`src/rtl/icr_pkg.sv`:
```
// Constants for the interrupt and control register bank.
// Assumes a simple synchronous register port with byte enables.
// Operation
// Reset clears every interrupt register bit to zero.
// Both registers accept byte-wide or halfword-wide reads and writes.
// Bit 0 enables interrupts; requests only while it is one.
// Writing zero to enable disables interrupts and drops the request.
// Bit 1 shows pending; pending drives the request only when enabled.
// Interrupt register bits 14 to 2 read as zero.
// Writing one to bit 15 withdraws the current request.
// A raised request holds until release or enable cleared.
// Host service routine writes release to remove the pending request.
// Reset clears every control register bit to zero.
// Control bit 0: zero two's complement, one straight binary output.
// Control bits 2,1: 01 input, 10 output, 00 or 11 disabled.
// System sets one trigger master, others inputs, pins tied together.
// Software should keep the trigger disabled when not needed.
// Release bit is a strobe, never stored, reads back as zero.
package icr_pkg;
	localparam logic [7:0]  ICR_OFS_IRQ      = 8'h00;
	localparam logic [7:0]  ICR_OFS_CTRL     = 8'h04;
	localparam int          ICR_BIT_EN       = 0;
	localparam int          ICR_BIT_PEND     = 1;
	localparam int          ICR_BIT_REL      = 15;
	localparam int          ICR_BIT_FMT      = 0;
	localparam int          ICR_BIT_TRG_LO   = 1;
	localparam int          ICR_BIT_TRG_HI   = 2;
	localparam logic [2:0]  ICR_CTRL_MASK    = 3'h7;
	localparam logic [15:0] ICR_RESET_VAL    = 16'h0000;
	localparam logic [1:0]  ICR_TRG_IN       = 2'h1;
	localparam logic [1:0]  ICR_TRG_OUT      = 2'h2;
	localparam logic [15:0] ICR_SIGN_BIT     = 16'h8000;
endpackage

```
`src/rtl/icr_regs.sv`:
```
// Interrupt and control register bank with trigger pin steering.
// Assumes a one-cycle register port; event source and converter outside.
`timescale 1ns/1ns
module icr_regs
	import icr_pkg::*;
(
	input  wire logic        sys_clk,
	input  wire logic        reset_n,
	input  wire logic [7:0]  reg_addr,
	input  wire logic        reg_wr,
	input  wire logic        reg_rd,
	input  wire logic [1:0]  reg_be,
	input  wire logic [15:0] reg_wdata,
	output logic [15:0]      reg_rdata_q,
	input  wire logic        irq_event,
	output logic             irq_req_q,
	input  wire logic [15:0] conv_data,
	output logic [15:0]      result_q,
	input  wire logic        trig_in,
	output logic             trig_out_q,
	output logic             trig_oe_n_q,
	output logic             trig_seen_q
);
	// ==========================================================
	// Decode
	logic        hit_irq;
	logic        hit_ctrl;
	logic        wr_lo;
	logic        wr_hi;
	logic        en_q;
	logic        pend_q;
	logic [2:0]  ctrl_q;
	logic        trig_lvl;
	logic        trig_prev_q;

	assign hit_irq  = (reg_addr == ICR_OFS_IRQ);
	assign hit_ctrl = (reg_addr == ICR_OFS_CTRL);
	assign wr_lo    = reg_wr && reg_be[0];
	assign wr_hi    = reg_wr && reg_be[1];

	// ==========================================================
	// Interrupt register
	always_ff @(posedge sys_clk) begin
		if (!reset_n) begin
			en_q <= ICR_RESET_VAL[ICR_BIT_EN];
		end else if (hit_irq && wr_lo) begin
			en_q <= reg_wdata[ICR_BIT_EN];
		end
	end

	// Event wins over a release in the same cycle
	always_ff @(posedge sys_clk) begin
		if (!reset_n) begin
			pend_q <= ICR_RESET_VAL[ICR_BIT_PEND];
		end else if (irq_event) begin
			pend_q <= 1'b1;
		end else if (hit_irq && wr_hi && reg_wdata[ICR_BIT_REL]) begin
			pend_q <= 1'b0;
		end
	end

	// Request follows next state so release and disable act at once
	always_ff @(posedge sys_clk) begin
		if (!reset_n) begin
			irq_req_q <= 1'b0;
		end else if (hit_irq && wr_lo && !reg_wdata[ICR_BIT_EN]) begin
			irq_req_q <= 1'b0;
		end else if (irq_event) begin
			irq_req_q <= en_q || (hit_irq && wr_lo);
		end else if (hit_irq && wr_hi && reg_wdata[ICR_BIT_REL]) begin
			irq_req_q <= 1'b0;
		end else begin
			irq_req_q <= pend_q && (en_q || (hit_irq && wr_lo));
		end
	end

	// ==========================================================
	// Control register
	always_ff @(posedge sys_clk) begin
		if (!reset_n) begin
			ctrl_q <= ICR_RESET_VAL[2:0];
		end else if (hit_ctrl && wr_lo) begin
			// Upper mode fields live elsewhere; only low bits here
			ctrl_q <= reg_wdata[2:0] & ICR_CTRL_MASK;
		end
	end

	// ==========================================================
	// Read path
	always_ff @(posedge sys_clk) begin
		if (!reset_n) begin
			reg_rdata_q <= ICR_RESET_VAL;
		end else if (reg_rd && hit_irq) begin
			reg_rdata_q <= ICR_RESET_VAL;
			reg_rdata_q[ICR_BIT_EN]   <= en_q;
			reg_rdata_q[ICR_BIT_PEND] <= pend_q;
		end else if (reg_rd && hit_ctrl) begin
			reg_rdata_q <= {13'h0000, ctrl_q};
		end else begin
			// Unmapped reads return zero
			reg_rdata_q <= ICR_RESET_VAL;
		end
	end

	// ==========================================================
	// Output data format
	always_ff @(posedge sys_clk) begin
		if (!reset_n) begin
			result_q <= ICR_RESET_VAL;
		end else if (ctrl_q[ICR_BIT_FMT]) begin
			result_q <= conv_data ^ ICR_SIGN_BIT;
		end else begin
			result_q <= conv_data;
		end
	end

	// ==========================================================
	// Trigger pin
	icr_sync u_sync (
		.sys_clk (sys_clk),
		.reset_n (reset_n),
		.pin_in  (trig_in),
		.level_q (trig_lvl)
	);

	// Out-driven level taken from irq_event while in output mode
	always_ff @(posedge sys_clk) begin
		if (!reset_n) begin
			trig_oe_n_q <= 1'b1;
			trig_out_q  <= 1'b0;
			trig_prev_q <= 1'b0;
			trig_seen_q <= 1'b0;
		end else begin
			trig_prev_q <= trig_lvl;
			trig_oe_n_q <= (ctrl_q[ICR_BIT_TRG_HI:ICR_BIT_TRG_LO]
				!= ICR_TRG_OUT);
			trig_out_q  <= irq_event &&
				(ctrl_q[ICR_BIT_TRG_HI:ICR_BIT_TRG_LO] == ICR_TRG_OUT);
			// Disabled input ignores noise on the pin
			trig_seen_q <= trig_lvl && !trig_prev_q &&
				(ctrl_q[ICR_BIT_TRG_HI:ICR_BIT_TRG_LO] == ICR_TRG_IN);
		end
	end
endmodule

```
`src/rtl/icr_sync.sv`:
```
// Three-stage synchroniser with agreement filter for one pin.
// Assumes the pin is asynchronous to sys_clk.
`timescale 1ns/1ns
module icr_sync
	import icr_pkg::*;
(
	input  wire logic sys_clk,
	input  wire logic reset_n,
	input  wire logic pin_in,
	output logic      level_q
);
	logic s1_q;
	logic s2_q;
	logic s3_q;

	always_ff @(posedge sys_clk) begin
		if (!reset_n) begin
			s1_q    <= 1'b0;
			s2_q    <= 1'b0;
			s3_q    <= 1'b0;
			level_q <= 1'b0;
		end else begin
			s1_q <= pin_in;
			s2_q <= s1_q;
			s3_q <= s2_q;
			// Change counts only once the late stages agree
			if (s2_q == s3_q) begin
				level_q <= s3_q;
			end
		end
	end
endmodule

```
`config.mk`:
```
export PLATFORM = sky130hd
export DESIGN_NAME = icr_regs
export DESIGN_NICKNAME = d
export VERILOG_FILES = /design/src/rtl/icr_pkg.sv /design/src/rtl/icr_regs.sv /design/src/rtl/icr_sync.sv
export SDC_FILE = /design/constraint.sdc
export NUM_CORES = 1
export LEC_CHECK = 0
export ABC_AREA = 1
export BUFFER_PORTS_ARGS = -buffer_cell sky130_fd_sc_hd__buf_4
export CAP_MARGIN = 25
export CORE_MARGIN = 2
export CORE_UTILIZATION = 43
export DETAILED_ROUTE_END_ITERATION = 10
export GPL_TIMING_DRIVEN = 0
export PLACE_DENSITY = 0.87
export REMOVE_ABC_BUFFERS = 1
export SLEW_MARGIN = 20
export SYNTH_ARGS = -nofsm -noshare
export SYNTH_HDL_FRONTEND = slang
export SYNTH_HIERARCHICAL = 1
export SYNTH_SLANG_ARGS = --single-unit
```
`constraint.sdc`:
```
create_clock -name sys_clk -period 1.3 [get_ports sys_clk]
set_input_delay 0.26 -clock sys_clk [delete_from_list [all_inputs] [get_ports sys_clk]]
set_output_delay 0.26 -clock sys_clk [all_outputs]
set_load 0.02 [all_outputs]
```
Yosys cells after proc, flatten, opt, wreduce, memory -nomap -nowiden
Cells that the tools add are included.
Word-level totals
  register bits: 46
  bits in latches: 0
  memory bits (writable): 0
  memory bits (read-only): 0
  input port bits: 48
  output and inout bits: 36
  logic and storage cells: 52
  memories kept: 0
Cells by class
  add/sub/neg operators: 0
  multiply operators: 0
  divide/modulo/power cells: 0
  $lt $le $gt $ge: 0
  equal/unequal tests: 5
  shifts and indexed selects: 0
  mux-type cells: 7
  bitwise logic cells: 3
  reductions and logical operators: 21
Operator list (number)
  $mux W16: 1
  $logic_and A1 B1 Y1: 13
  $eq A8 B3 Y1 const B: 1
  $logic_not A8 Y1: 1
  $mux W1: 4
  $mux W2: 2
  $reduce_or A2 Y1: 2
  $not A1 Y1: 3
  $reduce_or A3 Y1: 1
  $eq A2 B1 Y1 const B: 1
  $eq A2 B2 Y1 const B: 1
  $logic_not A1 Y1: 2
  $ne A2 B2 Y1 const B: 1
  $reduce_bool A2 Y1: 1
  $eq A1 B1 Y1: 1
  $logic_or A1 B1 Y1: 1

Longest topological paths before layout
  depth in word-level cells: 6
  gate-level depth with buffers: 7
  mapped depth without buffers: 7

Modules after synthesis
The synthesis kept the hierarchy.
Modules (own cells, without submodules)
  icr_regs: times used 1, cells an instance 129, area an instance 1094.8 um2
  icr_sync: times used 1, cells an instance 13, area an instance 116.4 um2

Worst setup path before layout
Ideal clock, no wire load.
  path kind: input-to-reg
  start point: input reg_addr[7]
  end point: register irq_req_q
  arrival: 0.848 ns
  data required time: 1.185 ns
  setup slack: 0.337 ns
  cell stages on the path: 6
  cell sequence: nor2_2 > nand2_2 > nor2_4 > nand2_2 > a21oi_2 > nor2_2
On the way
  word-level cells in the longest chain between the ends: 6
Ends and longest elaborated chain
  from (decl): line icr_regs.sv:9  | input wire logic [7:0] reg_addr,
  $logic_not A8 Y1 (*): line icr_regs.sv:36  | assign hit_irq = (reg_addr == ICR_OFS_IRQ);
  $logic_and A1 B1 Y1: line icr_regs.sv:66, icr_regs.sv:69, icr_regs.sv:73
  $logic_or A1 B1 Y1: line icr_regs.sv:69, icr_regs.sv:73
  $logic_and A1 B1 Y1: line icr_regs.sv:73  | irq_req_q <= pend_q && (en_q || (hit_irq && wr_lo));
  $mux W1: line icr_regs.sv:70  | end else if (hit_irq && wr_hi && reg_wdata[ICR_BIT_REL]) begin
  $mux W1: line icr_regs.sv:68  | end else if (irq_event) begin
  to (signal assigned): line icr_regs.sv:69  | irq_req_q <= en_q || (hit_irq && wr_lo);
  to (signal assigned): line icr_regs.sv:73
  to (decl): line icr_regs.sv:16  | output logic irq_req_q,
Mark *: on every way between the ends. The rest lies on a longest branch, timed or not.
A chain may end at the register's enable or synchronous reset.

Final worst setup path
  start point: register trig_seen_q
  end point: output trig_seen_q
RTL lines
  from (decl): line icr_regs.sv:22  | output logic trig_seen_q
  from (signal assigned): line icr_regs.sv:140  | trig_seen_q <= trig_lvl && !trig_prev_q &&
No word-level cell between the ends.

==> flow_summary.ini <==
[routing]
dr.pass1.iters = 4
ant_nets = 0
dr_total_vias = 962
wire_per_inst_um = 8.40
drc = 0
via_per_inst = 4.09
dr.first_iter.drc_count = 18
wirelength_mm = 1.97

[layout]
fin_nets = 252
reg_top3 = result_q (16), ctrl_q (3), reg_rdata_q (3)
drive_gt1_share_pct = 37.7
num_antenna_cells = 0
synthToLayoutAreaGrowth_pct = 38.4
largest_register_ffs = 16
fin_cells = 235
top_register = result_q
fin_area_mm2 = 0.00168

[clocking]
post_cts_buffers = 0
postCtsHoldBufs = 0
numCtsBuffers = 5
cts_resized = 0
insertion_delay_ps = 310
cts-htree-levels = 2
path_clk_slew_ps = 90
cts_root_buffer = clkbuf_4
cts.sinks = 33
cts_max_path_buffers = 2
cts_tree = built

[synthesis]
netlist_area_mm2 = 0.00121
synthTopCellsByArea = dfxtp_1 (55%), buf_4 (8.7%), nand2_1 (8.1%)
yosys-top-cells-count = dfxtp_1 (33), nand2_1 (26), inv_1 (25)
postSynth.asyncResetShare_pct = 0
postSynthAreaPerCell_um2 = 8.53
synth_enable_flop_cells = 0
yosysWarningCount = 6
synth_ff_type = dfxtp_1
synth_seq_cells = 33
yosysMostFrequentCell = dfxtp_1
syn_inst = 142
ys_seq_area_share_pct = 54.5
synth_top_cell_by_area = dfxtp_1
synth_top_area_share_pct = 54.5
ys_types = 21

[placed_design]
place.port_buffers = 58
dpl_worst_slack_ps = 162
placed_area_mm2 = 0.00162
dpl.hpwl_mm = 1.55
dp.cells = 228
gp_routability_congestion = 0.716

[worst_hold_path]
hp-class = in2reg
hp-start = trig_in

[grt]
grtUsageTotal_pct = 13.0
grtUsageMet2_pct = 21.2
antenna_found_initial = 0
grt-busiest-layer = met2
grtUsageMet1_pct = 15.1
grt_max_degree = 28
grt_first_pass_wirelength_mm = 3.25
grt-ovfl-total = 0
met3_usage_pct = 3.63
grt_pass1_vias = 808

[die]
fp.dieW_um = 57.1
chipHeight_um = 57.1
initial_core_util_pct = 44.7
rows = 19
dieArea_mm2 = 0.00326
ios = 84
coreArea_mm2 = 0.00271

[pwr]
p_per_area_mw_per_mm2 = 1100
p_leak_nw = 0.926
irDropWorstVdd_v = 0.00103

[timing]
setup_tns_ps = 0
min_period_over_period_pct = 79.3
fin_hold_ws_ps = 119
finalHoldViolations = 0
min_period_ps = 1030
fmax_mhz = 971
skew_ps = 11.2
finalSetupViolCount = 0
drv_slew = 0
fin_ws_ps = 270
rsz0062_at_grt = no

[worst_setup_path]
arrival_ps = 770
path_max_fanout = 1
slowest_delay_ps = 310
reg2reg_from = ctrl_q[1]
critPathTopFamily = flip-flops
required_ps = 1040
worst-path-buf-inv = 1
critPathSlowestCell = dfxtp_1
cp-startpoint = trig_seen_q
cp_cell_sequence = buf_4
path_class = reg2out
cp-start-kind = register
cp-end-kind = output pin

[run_status]
status = complete, no violations

[flow_run]
max_cap_viol_count = 0
-- final cells by class --
class,count,area [um2]
well taps,31,38.8
inverters,26,97.6
flip-flops and latches,33,661
multi-input cells,80,389
repair buffers,58,435
fillers,261,1030
clock buffers,7,55.1
-- placed cells by master (no fill, tap or decap), types with 2 or more instances in the layout --
cell type,netlist,layout
nand2_1,26,26
clkbuf_4,0,5
nor2_1,9,9
conb_1,1,13
nand3b_1,2,2
nor2_4,2,2
nor2_2,4,4
nand3_1,7,7
nand2_2,4,4
inv_1,25,25
dfxtp_1,33,33
a21oi_1,6,6
buf_4,14,58
-- worst paths after layout --
path                            depth (start not counted)     endpoint  slack, ps
worst min-delay path                                    3  u_sync/s1_q        120
worst max register to register                          2  trig_seen_q        590
worst max-delay path                                    1  trig_seen_q        270
worst min register to register                          1  trig_seen_q        390
-- report_power, final --
group / switching (mW) / internal [mW] / leakage (nW)
clock network: 0.284 / 0.255 / 0.0314
registers: 0.0102 / 1.04 / 0.271
logic: 0.133 / 0.118 / 0.623
-- worst register-to-register path: stages, from the launching register on --
cell	delay, ps
dfxtp_1	360
inv_1	60
nor4_1	210
-- metrics by stage --
stage               utilization (%)  total power [mW]
CTS                            61.9              1.87
floorplan                         -              1.19
finish                         61.9              1.84
global placement               59.8              1.32
global route                   61.9              1.95
detailed placement             59.8              1.33
-- cells by family (layout without fill, tap and decap cells) --
logic type      after synthesis  count (layout)  synth area share [%]
compound gates                8               8                  3.62
xor+xnor                      1               1                 0.723
buf+inv                      41              91                  17.0
flops                        33              33                  54.5
other cells                   1              13                 0.310
simple gates                 58              58                  23.8
-- metal layers --
| metal | vias to the layer above | share of wire [%] | wire, um |
|---|---|---|---|
| met3 | 5 | 6.1 | 120 |
| met1 | 402 | 41 | 810 |
| li1 | 519 | - | - |
| met2 | 36 | 51 | 999 |
| met5 | - | 0 | 0 |
| met4 | 0 | 2.2 | 44 |
No activity file was read; power rests on OpenSTA's default activity.
